File: config.mk
export PLATFORM = sky130hd
export DESIGN_NAME = cmb_message_buffers
export DESIGN_NICKNAME = d
export VERILOG_FILES = /design/src/logic/cmb_pkg.sv /design/src/logic/cmb_message_buffers.sv
export VERILOG_INCLUDE_DIRS = /design/src /design/src/logic
export SDC_FILE = /design/constraint.sdc
export NUM_CORES = 1
export LEC_CHECK = 0
export BUFFER_PORTS_ARGS = -buffer_cell sky130_fd_sc_hd__buf_2
export CAP_MARGIN = 30
export CORE_MARGIN = 3
export CORE_UTILIZATION = 55
export DETAILED_ROUTE_END_ITERATION = 10
export PLACE_DENSITY = 0.84
export SYNTH_ARGS = -nofsm -noshare
export SYNTH_HDL_FRONTEND = slang
export SYNTH_SLANG_ARGS = --single-unit
File: constraint.sdc
create_clock -name clk_i -period 9.2 [get_ports clk_i]
set_input_delay 0.46 -clock clk_i [delete_from_list [all_inputs] [get_ports clk_i]]
set_output_delay 0.46 -clock clk_i [all_outputs]
set_load 0.01 [all_outputs]
File: src/logic/cmb_defs.svh
`ifndef CMB_DEFS_SVH
`define CMB_DEFS_SVH

// Register word indexes (byte address = index * 4)
`define CMB_IX_TX_ID_HIGH 6'h00
`define CMB_IX_TX_ID_LOW 6'h01
`define CMB_IX_TX_PAY0 6'h02
`define CMB_IX_TX_PAY7 6'h09
`define CMB_IX_TX_LENGTH 6'h0a
`define CMB_IX_TX_PRIO 6'h0b
`define CMB_IX_RX_ID_HIGH 6'h10
`define CMB_IX_RX_ID_LOW 6'h11
`define CMB_IX_RX_PAY0 6'h12
`define CMB_IX_RX_PAY7 6'h19
`define CMB_IX_RX_LENGTH 6'h1a
`define CMB_IX_TX_SELECT 6'h20
`define CMB_IX_TX_EMPTY 6'h21
`define CMB_IX_RX_FULL 6'h22
`define CMB_IX_TX_STATUS 6'h23

// Field positions in the low identifier byte and in the 11-bit identifier
`define CMB_ID_LOW_MSB 7
`define CMB_ID_LOW_LSB 5
`define CMB_RTR_BIT 4
`define CMB_IDE_BIT 3
`define CMB_ID_HIGH_MSB 10
`define CMB_ID_HIGH_LSB 3
`define CMB_ID_TAIL_MSB 2

// Length code field and limits
`define CMB_DLC_MSB 3
`define CMB_MAX_BYTES 4'h8
`define CMB_ZERO_BYTES 4'h0

// Reset values
`define CMB_PRIO_RESET 8'h00
`define CMB_BYTE_RESET 8'h00

`endif

File: src/logic/cmb_pkg.sv
package cmb_pkg;

	typedef enum logic [1:0] {
		CMB_TX_IDLE,
		CMB_TX_HEADER,
		CMB_TX_DATA,
		CMB_TX_WAIT
	} cmb_tx_state_t;

	// One beat toward the bit engine: a header beat, then payload beats
	typedef struct packed {
		logic [10:0] ident;
		logic rtr;
		logic ide;
		logic [3:0] dlc;
		logic is_header;
		logic last;
		logic [7:0] data;
	} cmb_tx_beat_t;

	// A whole frame from the receive engine
	typedef struct packed {
		logic [10:0] ident;
		logic rtr;
		logic ide;
		logic [3:0] dlc;
		logic [63:0] data;
	} cmb_rx_frame_t;

endpackage

File: src/logic/cmb_message_buffers.sv
// Added by the designer: register access over Wishbone and the register offsets.
`timescale 1ns/1ps
`include "cmb_defs.svh"

module cmb_message_buffers
	import cmb_pkg::*;
#(
	parameter int NUM_TX = 3
)
(
	// Clock, reset, enable
	input wire logic clk_i,
	input wire logic rst_i,
	input wire logic ce_i,
	// Wishbone slave
	input wire logic cyc_i,
	input wire logic stb_i,
	input wire logic we_i,
	input wire logic [7:0] adr_i,
	input wire logic [3:0] sel_i,
	input wire logic [31:0] dat_i,
	output logic [31:0] dat_o,
	output logic ack_o,
	// Transmit side toward the bit engine
	input wire logic sof_req_i,
	input wire logic tx_done_i,
	input wire logic tx_fail_i,
	output logic tx_pending_o,
	output cmb_tx_beat_t tx_beat_o,
	output logic tx_valid_o,
	input wire logic tx_ready_i,
	// Receive side from the bit engine
	input wire cmb_rx_frame_t rx_frame_i,
	input wire logic rx_valid_i,
	output logic rx_ready_o
);

	// Transmit buffer storage
	logic [10:0] tx_ident_reg [NUM_TX];
	logic tx_rtr_reg [NUM_TX];
	logic tx_ide_reg [NUM_TX];
	logic [3:0] tx_dlc_reg [NUM_TX];
	logic [7:0] tx_prio_reg [NUM_TX];
	logic [7:0] tx_pay_reg [NUM_TX][8];
	logic [NUM_TX-1:0] tx_empty_reg;
	logic [NUM_TX-1:0] tx_select_reg;
	// Receive buffer storage
	cmb_rx_frame_t rx_buf_reg;
	logic rx_full_reg;
	// Bus
	logic ack_reg;
	logic [31:0] dat_reg;
	logic bus_req;
	logic bus_wr;
	logic [5:0] widx;
	logic sel_ok;
	logic [NUM_TX-1:0] sel_pick;
	// Transmit sequencer
	cmb_tx_state_t tx_state_reg;
	logic [$clog2(NUM_TX)-1:0] tx_active_reg;
	logic [3:0] tx_byte_reg;
	logic [3:0] tx_count;
	logic win_found;
	logic [$clog2(NUM_TX)-1:0] win_idx;
	logic [7:0] win_prio;
	// Two-entry buffer
	cmb_tx_beat_t fifo_mem_reg [2];
	logic fifo_wptr_reg;
	logic fifo_rptr_reg;
	logic [1:0] fifo_cnt_reg;
	logic fifo_in_valid;
	logic fifo_in_ready;
	cmb_tx_beat_t fifo_in;

	// Byte count sent for the active buffer
	function automatic logic [3:0] byte_count(input logic rtr, input logic [3:0] dlc);
		logic [3:0] n;
		n = (dlc > `CMB_MAX_BYTES) ? `CMB_MAX_BYTES : dlc;
		if (rtr)
			n = `CMB_ZERO_BYTES;
		return n;
	endfunction

	assign bus_req = cyc_i && stb_i && !ack_reg;
	assign bus_wr = bus_req && we_i && sel_i[0] && ce_i;
	assign widx = adr_i[7:2];
	assign ack_o = ack_reg;
	assign dat_o = dat_reg;

	// Selected buffer is open to software only while empty
	assign sel_ok = |(tx_select_reg & tx_empty_reg);

	// Selection write keeps the lowest requested buffer that is empty
	always_comb
	begin
		sel_pick = '0;
		for (int i = NUM_TX - 1; i >= 0; i--)
			if (dat_i[i] && tx_empty_reg[i])
			begin
				sel_pick = '0;
				sel_pick[i] = 1'b1;
			end
	end

	// Internal prioritisation among pending buffers
	always_comb
	begin
		win_found = 1'b0;
		win_idx = '0;
		win_prio = 8'hff;
		for (int i = 0; i < NUM_TX; i++)
			if (!tx_empty_reg[i])
			begin
				// Strict less-than keeps the earlier index on a tie
				if (!win_found || tx_prio_reg[i] < win_prio)
				begin
					win_found = 1'b1;
					win_idx = i[$clog2(NUM_TX)-1:0];
					win_prio = tx_prio_reg[i];
				end
			end
	end

	assign tx_pending_o = win_found;

	// Wishbone acknowledge, one cycle after the request
	always_ff @(posedge clk_i)
	begin
		if (rst_i)
			ack_reg <= 1'b0;
		else if (ce_i)
			ack_reg <= bus_req;
	end

	// Read data mux; unmapped words read as zero
	always_ff @(posedge clk_i)
	begin
		if (rst_i)
			dat_reg <= '0;
		else if (ce_i && bus_req)
		begin
			dat_reg <= '0;
			if (!we_i)
			begin
				for (int i = 0; i < NUM_TX; i++)
				begin
					if (tx_select_reg[i] && tx_empty_reg[i])
					begin
						if (widx == `CMB_IX_TX_ID_HIGH)
							dat_reg[7:0] <= tx_ident_reg[i][`CMB_ID_HIGH_MSB:`CMB_ID_HIGH_LSB];
						if (widx == `CMB_IX_TX_ID_LOW)
							dat_reg[7:0] <= {tx_ident_reg[i][`CMB_ID_TAIL_MSB:0],
								tx_rtr_reg[i], tx_ide_reg[i], 3'h0};
						if (widx >= `CMB_IX_TX_PAY0 && widx <= `CMB_IX_TX_PAY7)
							dat_reg[7:0] <= tx_pay_reg[i][3'(widx - `CMB_IX_TX_PAY0)];
						if (widx == `CMB_IX_TX_LENGTH)
							dat_reg[7:0] <= {4'h0, tx_dlc_reg[i]};
						if (widx == `CMB_IX_TX_PRIO)
							dat_reg[7:0] <= tx_prio_reg[i];
					end
				end
				if (widx == `CMB_IX_RX_ID_HIGH)
					dat_reg[7:0] <= rx_buf_reg.ident[`CMB_ID_HIGH_MSB:`CMB_ID_HIGH_LSB];
				if (widx == `CMB_IX_RX_ID_LOW)
					dat_reg[7:0] <= {rx_buf_reg.ident[`CMB_ID_TAIL_MSB:0],
						rx_buf_reg.rtr, rx_buf_reg.ide, 3'h0};
				if (widx >= `CMB_IX_RX_PAY0 && widx <= `CMB_IX_RX_PAY7)
					dat_reg[7:0] <= rx_buf_reg.data[{3'(widx - `CMB_IX_RX_PAY0), 3'h0} +: 8];
				if (widx == `CMB_IX_RX_LENGTH)
					dat_reg[7:0] <= {4'h0, rx_buf_reg.dlc};
				if (widx == `CMB_IX_TX_SELECT)
					dat_reg[NUM_TX-1:0] <= tx_select_reg;
				if (widx == `CMB_IX_TX_EMPTY)
					dat_reg[NUM_TX-1:0] <= tx_empty_reg;
				if (widx == `CMB_IX_RX_FULL)
					dat_reg[0] <= rx_full_reg;
				if (widx == `CMB_IX_TX_STATUS)
					dat_reg[7:0] <= {5'h0, tx_state_reg != CMB_TX_IDLE, 2'(tx_active_reg)};
			end
		end
	end

	// Transmit buffer contents, written only through the open window
	always_ff @(posedge clk_i)
	begin
		if (rst_i)
		begin
			for (int i = 0; i < NUM_TX; i++)
			begin
				tx_ident_reg[i] <= '0;
				tx_rtr_reg[i] <= 1'b0;
				tx_ide_reg[i] <= 1'b0;
				tx_dlc_reg[i] <= '0;
				tx_prio_reg[i] <= `CMB_PRIO_RESET;
				for (int b = 0; b < 8; b++)
					tx_pay_reg[i][b] <= `CMB_BYTE_RESET;
			end
		end
		else if (bus_wr && sel_ok)
		begin
			for (int i = 0; i < NUM_TX; i++)
			begin
				if (tx_select_reg[i])
				begin
					if (widx == `CMB_IX_TX_ID_HIGH)
						tx_ident_reg[i][`CMB_ID_HIGH_MSB:`CMB_ID_HIGH_LSB] <= dat_i[7:0];
					if (widx == `CMB_IX_TX_ID_LOW)
					begin
						tx_ident_reg[i][`CMB_ID_TAIL_MSB:0] <=
							dat_i[`CMB_ID_LOW_MSB:`CMB_ID_LOW_LSB];
						tx_rtr_reg[i] <= dat_i[`CMB_RTR_BIT];
						tx_ide_reg[i] <= dat_i[`CMB_IDE_BIT];
					end
					if (widx >= `CMB_IX_TX_PAY0 && widx <= `CMB_IX_TX_PAY7)
						tx_pay_reg[i][3'(widx - `CMB_IX_TX_PAY0)] <= dat_i[7:0];
					if (widx == `CMB_IX_TX_LENGTH)
						tx_dlc_reg[i] <= dat_i[`CMB_DLC_MSB:0];
					if (widx == `CMB_IX_TX_PRIO)
						tx_prio_reg[i] <= dat_i[7:0];
				end
			end
		end
	end

	// Buffer selection register
	always_ff @(posedge clk_i)
	begin
		if (rst_i)
			tx_select_reg <= '0;
		else if (bus_wr && widx == `CMB_IX_TX_SELECT)
			tx_select_reg <= sel_pick;
	end

	// Empty flags: software writes 1 to clear, a finished send sets; set wins
	always_ff @(posedge clk_i)
	begin
		if (rst_i)
			tx_empty_reg <= '1;
		else if (ce_i)
		begin
			for (int i = 0; i < NUM_TX; i++)
				if (tx_state_reg == CMB_TX_WAIT && tx_done_i && tx_active_reg == i)
					tx_empty_reg[i] <= 1'b1;
				else if (bus_wr && widx == `CMB_IX_TX_EMPTY && dat_i[i])
					tx_empty_reg[i] <= 1'b0;
		end
	end

	// Receive buffer: capture only the bytes the length code carries
	assign rx_ready_o = !rx_full_reg;

	always_ff @(posedge clk_i)
	begin
		if (rst_i)
			rx_buf_reg <= '0;
		else if (ce_i && rx_valid_i && !rx_full_reg)
		begin
			rx_buf_reg.ident <= rx_frame_i.ident;
			rx_buf_reg.rtr <= rx_frame_i.rtr;
			rx_buf_reg.ide <= rx_frame_i.ide;
			rx_buf_reg.dlc <= rx_frame_i.dlc;
			for (int b = 0; b < 8; b++)
				rx_buf_reg.data[b*8 +: 8] <= (b < byte_count(rx_frame_i.rtr, rx_frame_i.dlc))
					? rx_frame_i.data[b*8 +: 8] : `CMB_BYTE_RESET;
		end
	end

	// Full flag: new frame sets, software write 1 releases; set wins
	always_ff @(posedge clk_i)
	begin
		if (rst_i)
			rx_full_reg <= 1'b0;
		else if (ce_i)
		begin
			if (rx_valid_i && !rx_full_reg)
				rx_full_reg <= 1'b1;
			else if (bus_wr && widx == `CMB_IX_RX_FULL && dat_i[0])
				rx_full_reg <= 1'b0;
		end
	end

	// Transmit sequencer
	assign tx_count = byte_count(tx_rtr_reg[tx_active_reg], tx_dlc_reg[tx_active_reg]);

	always_comb
	begin
		fifo_in = '0;
		fifo_in.ident = tx_ident_reg[tx_active_reg];
		fifo_in.rtr = tx_rtr_reg[tx_active_reg];
		fifo_in.ide = tx_ide_reg[tx_active_reg];
		fifo_in.dlc = tx_dlc_reg[tx_active_reg];
		fifo_in.is_header = (tx_state_reg == CMB_TX_HEADER);
		fifo_in.data = tx_pay_reg[tx_active_reg][tx_byte_reg[2:0]];
		fifo_in.last = (tx_state_reg == CMB_TX_HEADER) ? (tx_count == `CMB_ZERO_BYTES)
			: (tx_byte_reg == tx_count - 4'h1);
		fifo_in_valid = (tx_state_reg == CMB_TX_HEADER) || (tx_state_reg == CMB_TX_DATA);
	end

	always_ff @(posedge clk_i)
	begin
		if (rst_i)
		begin
			tx_state_reg <= CMB_TX_IDLE;
			tx_active_reg <= '0;
			tx_byte_reg <= '0;
		end
		else if (ce_i)
		begin
			case (tx_state_reg)
				CMB_TX_IDLE:
				begin
					// Choice is frozen at the start of frame
					if (sof_req_i && win_found)
					begin
						tx_active_reg <= win_idx;
						tx_byte_reg <= '0;
						tx_state_reg <= CMB_TX_HEADER;
					end
				end
				CMB_TX_HEADER:
				begin
					if (fifo_in_ready)
						tx_state_reg <= fifo_in.last ? CMB_TX_WAIT : CMB_TX_DATA;
				end
				CMB_TX_DATA:
				begin
					if (fifo_in_ready)
					begin
						tx_byte_reg <= tx_byte_reg + 4'h1;
						if (fifo_in.last)
							tx_state_reg <= CMB_TX_WAIT;
					end
				end
				CMB_TX_WAIT:
				begin
					// A failed attempt re-runs prioritisation on the next start
					if (tx_done_i || tx_fail_i)
						tx_state_reg <= CMB_TX_IDLE;
				end
				default:
					tx_state_reg <= CMB_TX_IDLE;
			endcase
		end
	end

	// Two-entry buffer toward the bit engine; a stall downstream holds the sequencer
	assign fifo_in_ready = (fifo_cnt_reg != 2'h2);
	assign tx_valid_o = (fifo_cnt_reg != 2'h0);
	assign tx_beat_o = fifo_mem_reg[fifo_rptr_reg];

	always_ff @(posedge clk_i)
	begin
		if (rst_i)
		begin
			fifo_wptr_reg <= 1'b0;
			fifo_rptr_reg <= 1'b0;
			fifo_cnt_reg <= 2'h0;
			fifo_mem_reg[0] <= '0;
			fifo_mem_reg[1] <= '0;
		end
		else if (ce_i)
		begin
			if (fifo_in_valid && fifo_in_ready)
			begin
				fifo_mem_reg[fifo_wptr_reg] <= fifo_in;
				fifo_wptr_reg <= !fifo_wptr_reg;
			end
			if (tx_valid_o && tx_ready_i)
				fifo_rptr_reg <= !fifo_rptr_reg;
			fifo_cnt_reg <= fifo_cnt_reg + 2'(fifo_in_valid && fifo_in_ready)
				- 2'(tx_valid_o && tx_ready_i);
		end
	end

endmodule

==> run_results.csv, run 1 <==
group,metric,value,unit
status,status,"finished, final reports clean",
global_routing,overflow,0,
clock_tree,cts_hold_buf,0,
synth,seq_area_frac_synth,52.4,%
power_and_ir_drop,clkPwrFrac,41.9,%
die,core_area,40200,µm²
drt,antenna_left,0,
die,die_area,43700,µm²
clock_tree,cts_resized,0,
place,place.gp.congestion,1.00,
finish,stdcell_area,25300,µm²
sta,finalHoldViolCount,0,
finish,fin_nets,2214,
clock_tree,clock_path_buffers,3,
drt,drcViolationCount,0,
drt,routed-wl-met2,32.2,mm
power_and_ir_drop,p_sw,1.04,mW
sta,final.period_utilization,53.8,%
power_and_ir_drop,leakagePower,9.21,nW
synth,synth_cells,1949,
clock_tree,h-tree-depth,2,
synth,syn_area,22700,µm²
sta,whs,0.132,ns
die,initial_utilization,56.4,%
clock_tree,cts_tree,"done",
sta,finalClockSkew,0.0154,ns
clock_tree,cts_buffers,45,
setup_path,crit_arrival,5.35,ns
sta,clock.fmax,202,MHz
place,io_buffers,145,
drt,top_layer_used,"met5",
drt,m1WireLength,23.6,mm
synth,synth_seq_cells,433,
global_routing,grt_pass1_wl,101,mm
drt,drt-vias-per-instance,6.69,
global_routing,grt_usage,30.3,%
setup_path,path_max_fanout,19,
finish,area_delta_synth_final,11.4,%
drt,drt_first_iter_violations,2741,
synth,synth_top_area_cell,"edfxtp_1",
finish,layout-drive-gt1-share,20.6,%
synth,synthFlopType,"edfxtp_1",
synth,synthTopCellsByArea,"edfxtp_1 (43%), mux4_2 (10%), dfxtp_1 (9.9%)",
clock_tree,clk_pin_slew,0.06,ns
clock_tree,cts_sinks,433,
power_and_ir_drop,pwr-share-comb,7.9,%
power_and_ir_drop,switching_share,23.8,%
power_and_ir_drop,power_density,173,nW/µm²
setup_path,required,9.60,ns
clock_tree,root_buffer,"clkbuf_16",
clock_tree,clk_latency,0.57,ns
sta,finalSetupViolCount,0,
global_routing,antenna_found_initial,5,
synth,synth-edff-count,321,
finish,final_common_cell,"edfxtp_1",
finish,final_util,62.8,%
power_and_ir_drop,power_frac_seq,50.3,%
sta,fin_setup_tns,0,ns
die,dieWidth,209,µm
drt,drtPass1Iterations,6,
synth,synth_warnings,0,
synth,synth.distinct_cells,81,
sta,rsz0062_at_grt,"no",
synth,synth_top_area_share,42.5,%
drt,postRouteWirelength,68.1,mm
min_path,hold_class,"in -> reg",
synth,syn_avg_cell_area,11.6,µm²
die,pin_count,199,
global_routing,grt_pass1_vias,17100,
sta,tightest_slew,1.04,ns
place,post_dp_cell_area,23700,µm²
die,die_h,209,µm
flow_run,maxCapViolCount,0,
setup_path,worstSetupStartpointType,"flop",
finish,nFillCells,3016,
sta,period_needed,4.95,ns
drt,wl_met3,7.51,mm
finish,largest_reg_flops,192,
drt,avgRoutedWirePerCell,26.1,µm
finish,final_cell_mix,"edfxtp_1 (321), nor2_1 (217), and2_1 (213), buf_2 (160), nand2_1 (146)",
sta,slew_headroom,30.5,%
power_and_ir_drop,p_int,3.32,mW
power_and_ir_drop,ir_drop,0.114,mV
clock_tree,cts_setup_buffers,0,
die,fp-row-count,73,
global_routing,grt_max_degree,101,
synth,async_flop_share,0,%
setup_path,critPathKind,"reg -> reg",
setup_path,crit_path_end_kind,"flop",
drt,vias,17500,
place,hpwl,47.5,mm
sta,slew_violations,0,
==> path summary, 6_finish.rpt <==
kind	from	endpoint	slack (ns)	cells past startpoint
max	tx_empty_reg[0]	flop	4.25	15
min	rx_frame_i[79]	rx_buf_reg[79]	0.13	3
max reg2reg	tx_empty_reg[0]	flop	4.25	15
min reg2reg	rx_buf_reg[79]	rx_buf_reg[79]	0.45	2
==> cell type report <==
type	count	area (µm²)	share of cell area, %
Sequential cell	433	11900	47.1
Antenna cell	2	5.00	0.0198
Multi-Input combinational cell	1360	10000	39.7
Clock buffer	52	1150	4.56
Timing Repair Buffer	196	1160	4.60
Inverter	16	60.1	0.238
Clock inverter	30	305	1.21
Tap cell	525	657	2.60
==> logic make-up after synthesis <==
logic type | after synthesis | share of synthesized area, %
multiplexers | 232 | 16.3
buffers and inverters | 179 | 3.78
flip-flops | 433 | 52.4
AND/OR/NAND/NOR | 685 | 14.8
AO/OA/AOI/OAI | 384 | 10.9
XOR/XNOR | 9 | 0.348
adder cells (fa/ha/maj) | 26 | 1.44
other | 1 | 0.0165
==> critical path, cell delays in order (launching register included) <==
cell and delay (ns):
dfxtp_1 0.78, nor2_1 0.16, ha_1 0.34, a21o_1 0.16, a211o_1 0.33, nor3_1 0.13
o21ai_0 0.19, and3_1 0.32, nand2_1 0.12, o21ai_0 0.10, ha_1 0.31, a21o_1 0.19
a211o_1 0.31, a2111oi_0 0.61, a21oi_1 0.14, a2111oi_0 0.56
==> metrics by stage <==
step	power (mW)	setup WS (ns)	cells
6_report	4.36	4.25	2614
5_1_grt	4.47	3.96	2614
4_1_cts	4.35	4.27	2604
3_5_place_dp	2.56	4.32	2522
3_3_place_gp	2.54	4.51	2498
2_1_floorplan	2.42	4.92	1972
==> synthesized netlist by cell type (3+ instances only) <==
library cell,count
nor2_1,217
ha_1,26
a311o_1,5
a2111oi_0,3
buf_4,30
a21o_1,12
o21ai_0,110
a221oi_1,7
o211ai_1,9
o22ai_1,8
buf_1,5
nand3b_1,5
buf_6,5
and2_1,213
and3_1,12
a211o_1,5
buf_2,27
dfxtp_1,112
nand2b_1,10
xnor2_1,4
nand4_1,5
mux2_2,46
clkbuf_1,96
nand2_1,146
o21a_1,7
mux4_2,103
o221ai_1,9
a21oi_1,95
nor2b_1,6
xor2_1,5
mux2i_1,82
nand3_1,36
inv_1,16
nor3_1,15
edfxtp_1,321
a22oi_1,60
a31oi_1,14
a221o_1,3
a311oi_1,4
==> per-layer routing <==
layer	global-route usage, %	vias up
met5	0	-
met4	16.6	4
met3	5.51	290
met2	49.0	1291
met1	38.8	8459
li1	-	7434
==> power by group through the flow <==
stage	registers, mW	clock network, mW	logic [mW]
after global routing	2.19	1.91	0.360
after floorplan	2.21	0	0.213
after CTS	2.19	1.83	0.331
final	2.19	1.82	0.344
after global placement	2.22	0	0.312
after detailed placement	2.23	0	0.327
(Power assumes the default switching activity.)
==> run 2: changes to the inputs <==
==> constraint.sdc (replaced) <==
create_clock -name clk_i -period 4.9 [get_ports clk_i]
set_input_delay 0.245 -clock clk_i [delete_from_list [all_inputs] [get_ports clk_i]]
set_output_delay 0.245 -clock clk_i [all_outputs]
set_load 0.01 [all_outputs]
==> run_results.csv, run 2 (synthesized netlist as in run 1, its figures left out) <==
group,metric,value,unit
status,status,"finished, final reports clean",
global_routing,antenna_found_initial,7,
setup_path,worstSetupStartpointType,"flop",
setup_path,reg2reg_from,"tx_prio_reg[0][14]",
clock_tree,cts_buffers,45,
sta,finalSetupViolCount,0,
setup_path,worstPathCellList,"ha_1 > a21o_1 > a211o_1 > nor3_1 > o21ai_0 > and3_1 > nand2_1 > o21ai_0 > ha_1 > a21o_1 > a211o_1 > a2111oi_0 > a21oi_1 > a2111oi_0",
drt,avgRoutedWirePerCell,27.3,µm
power_and_ir_drop,ir_drop,0.228,mV
finish,largest_reg_flops,192,
finish,multi_input_area,10000,µm²
place,place.gp.congestion,0.997,
place,post_dp_cell_area,23800,µm²
sta,clock.fmax,230,MHz
sta,whs,0.0759,ns
drt,drt-vias-per-instance,6.69,
drt,vias,18100,
power_and_ir_drop,power_density,320,nW/µm²
min_path,hp-start,"rx_valid_i",
die,dieWidth,209,µm
finish,regArea,11900,µm²
drt,postRouteWirelength,74.0,mm
sta,final.period_utilization,88.7,%
min_path,whs_path_depth,4,
sta,slew_headroom,33.9,%
sta,fin_setup_tns,0,ns
die,pin_count,199,
clock_tree,clk_latency,0.60,ns
place,io_buffers,145,
sta,finalClockSkew,0.0292,ns
sta,finalHoldViolCount,0,
min_path,hold_class,"in -> reg",
setup_path,crit_path_max_incr_delay,0.61,ns
die,fp-row-count,73,
drt,antenna_left,0,
clock_tree,h-tree-depth,2,
finish,final_cell_mix,"edfxtp_1 (321), nor2_1 (217), and2_1 (213), nand2_1 (146), buf_2 (142)",
sta,slew_violations,0,
clock_tree,root_buffer,"clkbuf_16",
min_path,whs_endpoint,"rx_buf_reg[70]",
global_routing,grt_max_degree,89,
clock_tree,clock_path_buffers,3,
setup_path,r2r_slack,0.56,ns
setup_path,r2r_cells,14,
clock_tree,cts_resized,0,
finish,final_common_cell,"edfxtp_1",
die,initial_utilization,56.4,%
global_routing,grt_pass1_vias,17800,
finish,final_util,65.1,%
finish,layout-drive-gt1-share,20.2,%
drt,drcViolationCount,0,
die,core_area,40200,µm²
drt,drtPass1Iterations,6,
power_and_ir_drop,leakagePower,9.62,nW
setup_path,slowest_stage,"a2111oi_0",
finish,fin_nets,2305,
clock_tree,clk_pin_slew,0.06,ns
place,hpwl,48.3,mm
clock_tree,cts_sinks,433,
setup_path,path_max_fanout,11,
setup_path,required,5.31,ns
flow_run,maxCapViolCount,0,
clock_tree,cts_tree,"done",
die,die_h,209,µm
sta,tightest_slew,0.990,ns
die,die_area,43700,µm²
power_and_ir_drop,power.total,8.37,mW
finish,stdcell_area,26200,µm²
setup_path,crit_path_end_kind,"flop",
sta,period_needed,4.34,ns
setup_path,critPathKind,"reg -> reg",
sta,rsz0062_at_grt,"no",
global_routing,grt_usage,33.4,%
drt,drt_first_iter_violations,2944,
global_routing,grt_pass1_wl,111,mm
finish,area_delta_synth_final,15.5,%
global_routing,overflow,0,
finish,nFillCells,2832,
setup_path,crit_arrival,4.76,ns
## run 2: cell types whose count changed in the layout (fill, tap and decap cells not counted), sizes merged
cell | before | now
diode | 2 | 6
dlygate4sd3 | 0 | 81
buf | 194 | 205
inv | 22 | 17
clkinvlp | 4 | 1
clkbuf | 54 | 62
bufinv | 5 | 4
## run 2: worst max-delay path: cells and delay by family, from the launching register on
kind | cells | cell delay [ns]
AOI/OAI and AO/OA | 9 | 2.48
adders and majority gates | 2 | 0.66
and+or+nand+nor | 3 | 0.56
DFF | 1 | 0.46
## run 2: how the worst max path moves through the flow
stage	from	endpoint	cells after the start
floorplan	tx_empty_reg[0]	flop	18
global placement	tx_prio_reg[0][14]	flop	14
detailed placement	tx_prio_reg[0][14]	flop	14
CTS	tx_prio_reg[0][14]	flop	14
global route	tx_prio_reg[0][6]	flop	15
finish	tx_prio_reg[0][14]	flop	14
## run 2: area by class of cell
cell class	instances	share of cell area (%)
antenna	6	0.0574
multi-input combinational	1360	38.3
inverter	16	0.229
clock buffer	61	4.89
sequential	433	45.4
tap	525	2.51
timing repair buffer	287	7.74
clock inverter	21	0.865
## run 2: report_power, final
part	leakage (nW)	internal [mW]	switching, mW
Combinational	4.65	0.278	0.436
Sequential	4.22	4.04	0.0817
Clock	0.740	2.05	1.49
## run 2: what timing repair did
item | 4_1_cts | 5_1_grt
buffers inserted | 0 | 0
hold buffers | 81 | 0
setup endpoints to repair | 0 | 0
hold endpoints to repair | 81 | 0
## run 2: layer usage
metal,share of wire [%],vias to the layer above,GRT usage (%)
met5,0.034,-,0
met4,8.4,4,22.6
met3,11,392,7.22
met2,46,1416,52.4
met1,35,8714,41.8
li1,-,7594,-
## run 2: stage by stage
stage	instances	setup slack, ns
finish	2709	0.556
global route	2706	0.169
CTS	2702	0.605
detailed placement	2539	0.592
global placement	2536	0.765
floorplan	1972	0.623
